### config.mk
export PLATFORM = sky130hd
export DESIGN_NAME = uph_core
export DESIGN_NICKNAME = d
export VERILOG_FILES = /design/src/rtl/uph_pkg.sv /design/src/rtl/uph_core.sv /design/src/rtl/uph_tick_div.sv
export VERILOG_INCLUDE_DIRS = /design/src /design/src/rtl
export SDC_FILE = /design/constraint.sdc
export NUM_CORES = 1
export LEC_CHECK = 0
export BUFFER_PORTS_ARGS = -buffer_cell sky130_fd_sc_hd__clkbuf_2
export CORE_AREA = 2 2 85 79
export DETAILED_ROUTE_END_ITERATION = 10
export DIE_AREA = 0 0 87 81
export PLACE_DENSITY = 0.81
export SYNTH_ARGS = -nofsm -noshare
export SYNTH_HDL_FRONTEND = slang
export SYNTH_SLANG_ARGS = --single-unit
### constraint.sdc
create_clock -name i_ref_clk -period 6.15 [get_ports i_ref_clk]
set_clock_uncertainty 0.2 [all_clocks]
set_input_delay 1.23 -clock i_ref_clk [delete_from_list [all_inputs] [get_ports i_ref_clk]]
set_output_delay 1.23 -clock i_ref_clk [all_outputs]
set_load 0.005 [all_outputs]
### src/rtl/uph_consts.svh
// Constants for the transceiver parallel handshake block.
`ifndef UPH_CONSTS_SVH
`define UPH_CONSTS_SVH

// ----------------------------------------------------------------------------
// Clock and timing
// ----------------------------------------------------------------------------
`define UPH_REF_CLK_MHZ      250
`define UPH_IF_CLK_WIDE_MHZ  30
`define UPH_IF_CLK_NARROW_MHZ 60
`define UPH_DIV_WIDE   (`UPH_REF_CLK_MHZ / `UPH_IF_CLK_WIDE_MHZ)
`define UPH_DIV_NARROW (`UPH_REF_CLK_MHZ / `UPH_IF_CLK_NARROW_MHZ)
`define UPH_HS_BIT_RATE_MBPS 480
`define UPH_HS_SYNC_MIN_BITS 8
`define UPH_HS_SYNC_MAX_BITS 16
`define UPH_HS_SYNC_CYC ((`UPH_HS_SYNC_MIN_BITS * `UPH_REF_CLK_MHZ + \
  `UPH_HS_BIT_RATE_MBPS - 1) / `UPH_HS_BIT_RATE_MBPS)

// ----------------------------------------------------------------------------
// Field encodings and reset values
// ----------------------------------------------------------------------------
`define UPH_SPEED_HS     1'h0
`define UPH_SPEED_FS     1'h1
`define UPH_MODE_NORMAL  2'h0
`define UPH_MODE_NODRIVE 2'h1
`define UPH_MODE_RAW     2'h2
`define UPH_MODE_RSVD    2'h3
`define UPH_WIDTH_WIDE   1'h1
`define UPH_DATA_RST     16'h0000
`define UPH_LO_BYTE_MASK 16'h00ff

`endif

### src/rtl/uph_pkg.sv
// Types shared by the transceiver parallel handshake block.
package uph_pkg;

  typedef enum logic [1:0] {
    UPH_TX_IDLE = 2'b00,
    UPH_TX_WAIT = 2'b01,
    UPH_TX_SEND = 2'b10,
    UPH_TX_EOP  = 2'b11
  } uph_tx_st_t;

  typedef struct packed {
    logic        sync_det;
    logic        word_valid;
    logic [15:0] word;
    logic        eop_det;
    logic        stuff_err;
    logic        rx_err;
  } uph_line_rx_t;

  typedef struct packed {
    logic        sync_start;
    logic        eop_start;
    logic        word_full;
    logic        high_ok;
    logic [15:0] word;
    logic        hs;
    logic        raw;
    logic        drive_en;
  } uph_line_tx_t;

  typedef struct packed {
    uph_tx_st_t  tx_st;
    logic [3:0]  dly;
    logic        hs;
    logic        hold_full;
    logic        hold_hi;
    logic [15:0] hold;
    logic        sync_p;
    logic        eop_p;
    logic        wide;
    logic        wide_set;
    logic        rx_sync_pend;
    logic        rx_act;
    logic        rx_fault;
    logic        rx_pend;
    logic [15:0] rx_buf;
    logic        rx_val;
    logic [15:0] rx_out;
    logic        rx_end_pend;
  } uph_state_t;

endpackage

### src/rtl/uph_core.sv
// Transceiver side of the parallel transmit and receive handshake.
`timescale 1ns/100ps
`include "uph_consts.svh"
`default_nettype none
module uph_core
  import uph_pkg::*;
(
  input  wire logic         i_ref_clk,                 // 250 MHz clock.
  input  wire logic         i_rstn,                    // Async reset, low.
  input  wire logic         i_transmit_data_valid,     // Engine has data.
  input  wire logic [15:0]  i_tx_data_bus,             // Transmit data.
  input  wire logic         i_tx_high_valid,           // High byte valid.
  input  wire logic         i_speed_select,            // 0 HS, 1 FS.
  input  wire logic [1:0]   i_operational_mode_select, // Line mode.
  input  wire logic         i_bus_width_select,        // 1 selects 16 bit.
  input  wire uph_line_rx_t i_line_rx,                 // Line receive events.
  input  wire logic         i_line_tx_take,            // Line took word.
  output logic              o_if_tick,                 // Interface clock.
  output logic              o_transmit_accept_ready,   // Word accepted.
  output logic              o_receive_word_valid,      // Receive data valid.
  output logic [15:0]       o_receive_data_bus,        // Receive data.
  output logic              o_receive_in_progress,     // Packet underway.
  output logic              o_receive_fault,           // Receive error.
  output uph_line_tx_t      o_line_tx                  // Line transmit side.
);

  // --------------------------------------------------------------------------
  // Interface clock enable
  // --------------------------------------------------------------------------
  uph_state_t s_q;
  uph_state_t s_d;
  logic       tick;
  logic [3:0] div;
  logic       drive_ok;
  logic       ready;
  logic       sync_done;

  // Width selects the interface rate.
  assign div = s_q.wide ? 4'(`UPH_DIV_WIDE)
                        : 4'(`UPH_DIV_NARROW);

  uph_tick_div u_div (
    .i_ref_clk (i_ref_clk),
    .i_rstn    (i_rstn),
    .i_div     (div),
    .o_tick    (tick)
  );

  // --------------------------------------------------------------------------
  // Combinational handshake terms
  // --------------------------------------------------------------------------
  assign drive_ok = (i_operational_mode_select != `UPH_MODE_NODRIVE);
  assign ready = i_transmit_data_valid && drive_ok &&
                 (s_q.tx_st == UPH_TX_SEND) && !s_q.hold_full;
  assign sync_done = s_q.hs ? (s_q.dly <= 4'h1) : tick;

  // --------------------------------------------------------------------------
  // Next state
  // --------------------------------------------------------------------------
  always_comb begin
    s_d = s_q;
    s_d.sync_p = 1'b0;
    s_d.eop_p  = 1'b0;

    // The width strap is caught once, just after reset is released.
    if (!s_q.wide_set) begin
      s_d.wide     = (i_bus_width_select == `UPH_WIDTH_WIDE);
      s_d.wide_set = 1'b1;
    end

    // Transmit sequence.
    case (s_q.tx_st)
      UPH_TX_IDLE: begin
        if (tick && i_transmit_data_valid && drive_ok) begin
          s_d.hs    = (i_speed_select == `UPH_SPEED_HS);
          s_d.dly   = 4'(`UPH_HS_SYNC_CYC);
          s_d.tx_st = UPH_TX_WAIT;
        end
      end
      UPH_TX_WAIT: begin
        if (sync_done) begin
          s_d.sync_p = 1'b1;
          s_d.tx_st  = UPH_TX_SEND;
        end else begin
          s_d.dly = s_q.dly - 4'h1;
        end
      end
      UPH_TX_SEND: begin
        if (tick && ready) begin
          s_d.hold      = s_q.wide ? i_tx_data_bus
                        : (i_tx_data_bus & `UPH_LO_BYTE_MASK);
          s_d.hold_hi   = s_q.wide && i_tx_high_valid;
          s_d.hold_full = 1'b1;
        end else if (tick && !i_transmit_data_valid) begin
          s_d.tx_st = UPH_TX_EOP;
        end
      end
      UPH_TX_EOP: begin
        // The last word leaves the holding register before EOP starts.
        if (!s_q.hold_full) begin
          s_d.eop_p = 1'b1;
          s_d.tx_st = UPH_TX_IDLE;
        end
      end
      default: begin
        s_d.tx_st = UPH_TX_IDLE;
      end
    endcase
    if (i_line_tx_take && s_q.hold_full) begin
      s_d.hold_full = 1'b0;
    end

    // Receive side: sync, word and end events are held until the next interface tick; errors set the fault at once.
    if (i_line_rx.sync_det && !s_q.rx_act) begin
      s_d.rx_sync_pend = 1'b1;
    end
    if (i_line_rx.word_valid && s_q.rx_act) begin
      s_d.rx_buf  = i_line_rx.word;
      s_d.rx_pend = 1'b1;
    end
    if (s_q.rx_act && (i_line_rx.eop_det || i_line_rx.stuff_err)) begin
      s_d.rx_end_pend = 1'b1;
    end
    if (tick) begin
      s_d.rx_val = s_q.rx_pend;
      if (s_q.rx_pend) begin
        s_d.rx_out  = s_q.rx_buf;
        s_d.rx_pend = i_line_rx.word_valid && s_q.rx_act;
      end
      if (s_q.rx_end_pend && !s_q.rx_pend) begin
        s_d.rx_act      = 1'b0;
        s_d.rx_end_pend = 1'b0;
      end else if (s_q.rx_sync_pend && !s_q.rx_act) begin
        s_d.rx_act       = 1'b1;
        s_d.rx_sync_pend = 1'b0;
        s_d.rx_fault     = 1'b0;
      end
    end
    // An error in the cycle of the packet-start clear is still kept.
    if (i_line_rx.stuff_err || i_line_rx.rx_err) begin
      s_d.rx_fault = 1'b1;
    end
  end

  // --------------------------------------------------------------------------
  // State register
  // --------------------------------------------------------------------------
  always_ff @(posedge i_ref_clk or negedge i_rstn) begin
    if (!i_rstn) begin
      s_q <= '0;
    end else begin
      s_q <= s_d;
    end
  end

  // --------------------------------------------------------------------------
  // Outputs
  // --------------------------------------------------------------------------
  assign o_if_tick               = tick;
  assign o_transmit_accept_ready = ready;
  assign o_receive_word_valid    = s_q.rx_val;
  assign o_receive_data_bus      = s_q.rx_out;
  assign o_receive_in_progress   = s_q.rx_act;
  assign o_receive_fault         = s_q.rx_fault;

  always_comb begin
    o_line_tx.sync_start = s_q.sync_p;
    o_line_tx.eop_start  = s_q.eop_p;
    o_line_tx.word_full  = s_q.hold_full;
    o_line_tx.high_ok    = s_q.hold_hi;
    o_line_tx.word       = s_q.hold;
    o_line_tx.hs         = s_q.hs;
    o_line_tx.raw        = (i_operational_mode_select == `UPH_MODE_RAW);
    o_line_tx.drive_en   = drive_ok;
  end
endmodule
`default_nettype wire

### src/rtl/uph_tick_div.sv
// Divider making a one-cycle enable pulse at the interface clock rate.
`timescale 1ns/100ps
`default_nettype none
module uph_tick_div (
  input  wire logic       i_ref_clk,  // Reference clock.
  input  wire logic       i_rstn,     // Asynchronous reset, active low.
  input  wire logic [3:0] i_div,      // Reference cycles per tick.
  output logic            o_tick      // One-cycle enable pulse.
);
  logic [3:0] cnt_q;
  logic [3:0] cnt_d;

  always_comb begin
    if (cnt_q >= i_div - 4'h1) begin
      cnt_d = 4'h0;
    end else begin
      cnt_d = cnt_q + 4'h1;
    end
  end

  always_ff @(posedge i_ref_clk or negedge i_rstn) begin
    if (!i_rstn) begin
      cnt_q <= 4'h0;
    end else begin
      cnt_q <= cnt_d;
    end
  end

  assign o_tick = (cnt_q == 4'h0);
endmodule
`default_nettype wire

Yosys cells after proc, flatten, opt, wreduce, memory -nomap -nowiden
Cells that the tools add are included.
{"block": "op_classes", "add_sub_neg": 3, "n_mul": 0, "n_div": 0, "order_cmp": 2, "n_eq_ne": 12, "shift": 0, "muxes": 31, "n_bitwise": 1, "n_reduce_logical": 36}
{"operator": "18-bit two-way mux", "n": 2}
{"operator": "17-bit two-way mux", "n": 1}
{"operator": "16-bit two-way mux", "n": 1}
{"operator": "4-bit two-way mux", "n": 4}
{"operator": "1-bit two-way mux", "n": 15}
{"operator": "1-bit logical AND", "n": 14}
{"operator": "2-bit nonzero test", "n": 6}
{"operator": "2-bit != test (second input constant)", "n": 5}
{"operator": "2-bit AND reduction", "n": 5}
{"operator": "2-bit two-way mux", "n": 4}
{"operator": "2-bit case mux with 4 select lines", "n": 1}
{"operator": "4-bit case mux with 2 select lines", "n": 1}
{"operator": "4-bit by 1-bit subtractor with 4-bit output (second input constant)", "n": 2}
{"operator": "7-bit two-way mux", "n": 1}
{"operator": "2-bit equality test (second input constant)", "n": 3}
{"operator": "2-bit by 1-bit != test with 1-bit output (second input constant)", "n": 3}
{"operator": "3-bit AND reduction", "n": 2}
{"operator": "5-bit AND reduction", "n": 1}
{"operator": "4-bit by 1-bit adder with 4-bit output (second input constant)", "n": 1}
{"operator": "4-bit greater-or-equal comparator", "n": 1}
{"operator": "4-bit by 1-bit <= comparator with 1-bit output (second input constant)", "n": 1}
{"operator": "1-bit zero test", "n": 4}
{"operator": "4-bit zero test", "n": 1}
{"operator": "3-bit two-way mux", "n": 1}
{"operator": "4 further kinds", "n": 5}
{"block": "totals", "reg_bits": 71, "latch_bits": 0, "mem_bits_rw": 0, "mem_bits_ro": 0, "in_bits": 46, "wordCells": 104, "memories": 0}

Depth between registers and ports, before layout
{"block": "depth", "ltp_word": 8, "ltp_mapped": 9, "mapped_depth_nobuf": 8}

By module
Synthesis repeated with hierarchy kept, for this count alone.
{"block": "hier_totals", "cells_unflattened": 301, "area_unflattened_um2": 3493.4}
{"mod": "uph_core", "n_inst": 1, "cells_each": 269, "area_per_inst_um2": 3173.0}
{"mod": "uph_tick_div", "n_inst": 1, "cells_each": 32, "area_per_inst_um2": 320.3}

Worst setup path before layout
Ideal clock, no wire load.
{"block": "synth_timing", "kind": "input-to-output", "from": "input port i_operational_mode_select[1]", "to": "output port o_transmit_accept_ready", "t_arrival_ps": 1618, "required_ps": 4720, "path_slack_ps": 3102, "stages": 2, "path_buffers": 0, "cell_sequence": "nand2b_1 -> and4_1"}
{"block": "synth_via", "elab_chain_cells": 4}
{"item": "start: declaration", "line": "uph_core.sv:14", "text": "input wire logic [1:0] i_operational_mode_select,"}
{"item": "2-bit by 1-bit != test with 1-bit output (no source line)"}
{"item": "1-bit logical AND (2 in a row)", "line": "uph_core.sv:53", "text": "assign ready = i_transmit_data_valid && drive_ok &&"}
{"item": "1-bit logical AND", "line": "uph_core.sv:54", "text": "(s_q.tx_st == UPH_TX_SEND) && !s_q.hold_full;"}
{"item": "end: declaration", "line": "uph_core.sv:19", "text": "output logic o_transmit_accept_ready,"}
No other way between the ends.

Worst setup path in the final report
Ends and elaborated chain as after synthesis.

==> impl_metrics.env <==
export IMPL_outcome="complete, no violations"
export IMPL_num_io_pins=90
export IMPL_synth_fa_ha_area_share_pct=3.81
export IMPL_grt_pass1_wl_mm=9.03
export IMPL_vias=2108
export IMPL_cts_path_max_buffers=2
export IMPL_cap_viol_max_count=0
export IMPL_clock_latency_ps=340
export IMPL_synth_xor_area_share_pct=0.266
export IMPL_period_needed_ps=3300
export IMPL_place_ws_ps=2850
export IMPL_synthMuxAreaShare_pct=15.7
export IMPL_nets=390
export IMPL_placed_area_um2=3520
export IMPL_gp_congestion=0.779
export IMPL_worstReg2RegEnd="s_q[66]$_DFFE_PN0P_"
export IMPL_tritoncts="yes"
export IMPL_cp_slowest_cell="and4_1"
export IMPL_synth_seq_cells=71
export IMPL_hp_class="flip-flop to flip-flop"
export IMPL_grt_overflow_total=0
export IMPL_clkSinkCount=71
export IMPL_grt_max_degree=72
export IMPL_startpoint="i_operational_mode_select[1]"
export IMPL_drtIter0Drc=56
export IMPL_busiest_layer="met2"
export IMPL_root_buffer="clkbuf_8"
export IMPL_ctsHoldBuffers=0
export IMPL_fin_setup_tns_ps=0
export IMPL_synth_area_um2=3290
export IMPL_syn_area_per_cell_um2=11.9
export IMPL_clkSlewWorstSetupHoldPaths_ps=60
export IMPL_p_per_area_nw_per_um2=479
export IMPL_grt_usage_pct=16.6
export IMPL_diodes=0
export IMPL_path_common_cell="clkbuf_2"
export IMPL_max_freq_ghz=0.303
export IMPL_die_area_um2=7050
export IMPL_leakage_uw=0.00186
export IMPL_initial_core_util_pct=52.4
export IMPL_core_area_um2=6270
export IMPL_synth_cell_type_count=40
export IMPL_synthCells=277
export IMPL_fp_dieH_um=81
export IMPL_cpLargestDelayFamily="simple AND/OR/NAND/NOR gates"
export IMPL_synth_simple_area_share_pct=8.71
export IMPL_use_met2_pct=26.8
export IMPL_cp_max_fo=5
export IMPL_power_switching_share_pct=31.9
export IMPL_pwr_share_comb_pct=35.3
export IMPL_cts_resized=0
export IMPL_synth_top_family_by_area="multiplexers"
export IMPL_p_clk_share_pct=21.4
export IMPL_worstPathArrival_ps=1870
export IMPL_grt_pass1_vias=2066
export IMPL_place_hpwl_mm=3.83
export IMPL_cp_data_required_time_ps=4720
export IMPL_fin_util_pct=59.4
export IMPL_peakVddDrop_mv=0.221
export IMPL_htreeDepth=3
export IMPL_antenna_found_initial=0
export IMPL_die_w_um=87
export IMPL_min_from="o_line_tx[16]$_DFFE_PN0P_"
export IMPL_tightestPinTransition_ps=870
export IMPL_grt_setup_unrepaired="false"
export IMPL_r2r_slack_ps=3720
export IMPL_final_area_um2=3730
export IMPL_worstSetupStartpointType="primary input"
export IMPL_layout_worst_path_cycle_share_pct=53.7
export IMPL_criticalPathCategory="primary input to output port"
export IMPL_routed_wl_mm=5.39
export IMPL_worst_path_largest_cell_delay_ps=250
export IMPL_cts_buffers_inserted=9
export IMPL_syn_nets=333
export IMPL_layout_drive_gt1_share_pct=45.7
export IMPL_ff2ff_path_depth=7
export IMPL_hold_viol=0
export IMPL_setup_viol=0
export IMPL_path_cells="clkbuf_2 -> nand2b_1 -> and4_1 -> clkbuf_2"
export IMPL_placement_io_buffers=89
export IMPL_post_cts_buffers=0
export IMPL_areaGrowthSynthToFinish_pct=13.3
export IMPL_min_path_cells=2
export IMPL_final_common_cell="clkbuf_2"
export IMPL_slew_limit_headroom_pct=41.9
export IMPL_p_seq_share_pct=43.2
export IMPL_antenna_left=0
export IMPL_first_pass_iters=4
export IMPL_intPower_uw=1210
export IMPL_path_buf_inv=2
export IMPL_worst_slack_ps=2850
export IMPL_fp_row_count=28
export IMPL_slew_viol_final=0
export IMPL_end_kind="output port"
export IMPL_min_to="o_line_tx[16]$_DFFE_PN0P_"
export IMPL_wire_per_inst_um=13.0
export IMPL_vias_per_cell=5.09
export IMPL_synth_compound_area_share_pct=6.16
export IMPL_ys_seq_area_share_pct=54.0
export IMPL_reg2reg_from="s_q[62]$_DFFE_PN0P_"
export IMPL_power_switching_uw=570
export IMPL_final_cell_mix="clkbuf_2, dfrtp_1, mux2_2"
export IMPL_grtUsageMet1_pct=20.0
export IMPL_yosysWarnings=0
export IMPL_drcViolationCount=0
export IMPL_met3_usage_pct=5.89
## cell type report
cell class / count / area, µm²
clock buffers: 13 / 169
clock inverters: 3 / 40.0
fillers: 547 / 2540
inverters: 13 / 50.0
multi-input cells: 149 / 1140
flip-flops and latches: 71 / 1780
well taps: 75 / 93.8
repair buffers: 90 / 453
## metrics by stage
stage	hold WS, ps	cells	power, µW
2_1_floorplan	246	277	1330
3_3_place_gp	262	398	1390
3_5_place_dp	270	398	1420
4_1_cts	287	414	1810
5_1_grt	314	414	1930
6_report	279	414	1780
## cell usage after synthesis, drive strengths merged
| master | count | share of area [%] |
|---|---|---|
| dfrtp | 71 | 54 |
| buf | 42 | 9.4 |
| mux2 | 42 | 14 |
| nand2 | 26 | 3.0 |
| o21ai | 17 | 2.6 |
| inv | 12 | 1.4 |
| ha | 10 | 3.8 |
| nor2 | 9 | 1.2 |
| a21oi | 7 | 1.1 |
| nand3 | 7 | 1.4 |
| a31oi | 4 | 0.76 |
| mux2i | 4 | 1.2 |
| nor2b | 4 | 0.76 |
| a211o | 2 | 0.53 |
| clkbuf | 2 | 0.23 |
| or2 | 2 | 0.38 |
| a21o | 1 | 0.23 |
| a31o | 1 | 0.27 |
| and3 | 1 | 0.34 |
| and4 | 1 | 0.27 |
| clkinv | 1 | 0.15 |
| conb | 1 | 0.11 |
| nand2b | 1 | 0.19 |
| nand4 | 1 | 0.19 |
| nor3 | 1 | 0.15 |
| nor4b | 1 | 0.27 |
| nor4bb | 1 | 0.30 |
| o21a | 1 | 0.23 |
| o31ai | 1 | 0.23 |
| o32ai | 1 | 0.27 |
| or3 | 1 | 0.19 |
| xnor2 | 1 | 0.27 |
## kinds of logic after synthesis
family | after synthesis
buffers and inverters | 57
adder cells (fa/ha/maj) | 10
other | 1
XOR/XNOR | 1
AND/OR/NAND/NOR | 56
AO/OA/AOI/OAI | 35
flip-flops | 71
multiplexers | 46
## power groups by stage
stage          clock network [µW]  logic (µW)  registers, µW
2_1_floorplan                   0         580            747
3_3_place_gp                    0         619            770
3_5_place_dp                    0         641            780
4_1_cts                       396         643            773
5_1_grt                       416         718            798
6_report                      382         630            771
## worst max path at each step
| stage | end | slack, ps | depth (start not counted) |
|---|---|---|---|
| after floorplan | o_transmit_accept_ready | 3100 | 2 |
| after global placement | o_transmit_accept_ready | 2860 | 4 |
| after detailed placement | o_transmit_accept_ready | 2850 | 4 |
| after CTS | o_transmit_accept_ready | 2850 | 4 |
| after global routing | o_transmit_accept_ready | 2810 | 4 |
| final | o_transmit_accept_ready | 2850 | 4 |
## layer usage
metal	wire length (µm)	vias to the layer above
li1	-	1015
met1	2360	1001
met2	2490	81
met3	424	11
met4	113	0
met5	0	-
## registers in the layout, indices dropped and copies added (netlist names)
signal,cells
o_receive_word_valid,1
o_receive_fault,1
s_q,27
o_receive_data_bus,16
o_receive_in_progress,1
o_line_tx,21
u_div.cnt_q,4
## worst reg2reg max path, stage by stage, from the launching register on
cell	delay, ps
dfrtp_1	410
inv_1	100
ha_1	200
or2_0	240
a31oi_1	470
nand2_1	160
nand4_1	180
mux2_2	350
Note: power is estimated with default switching activity, not from simulation.
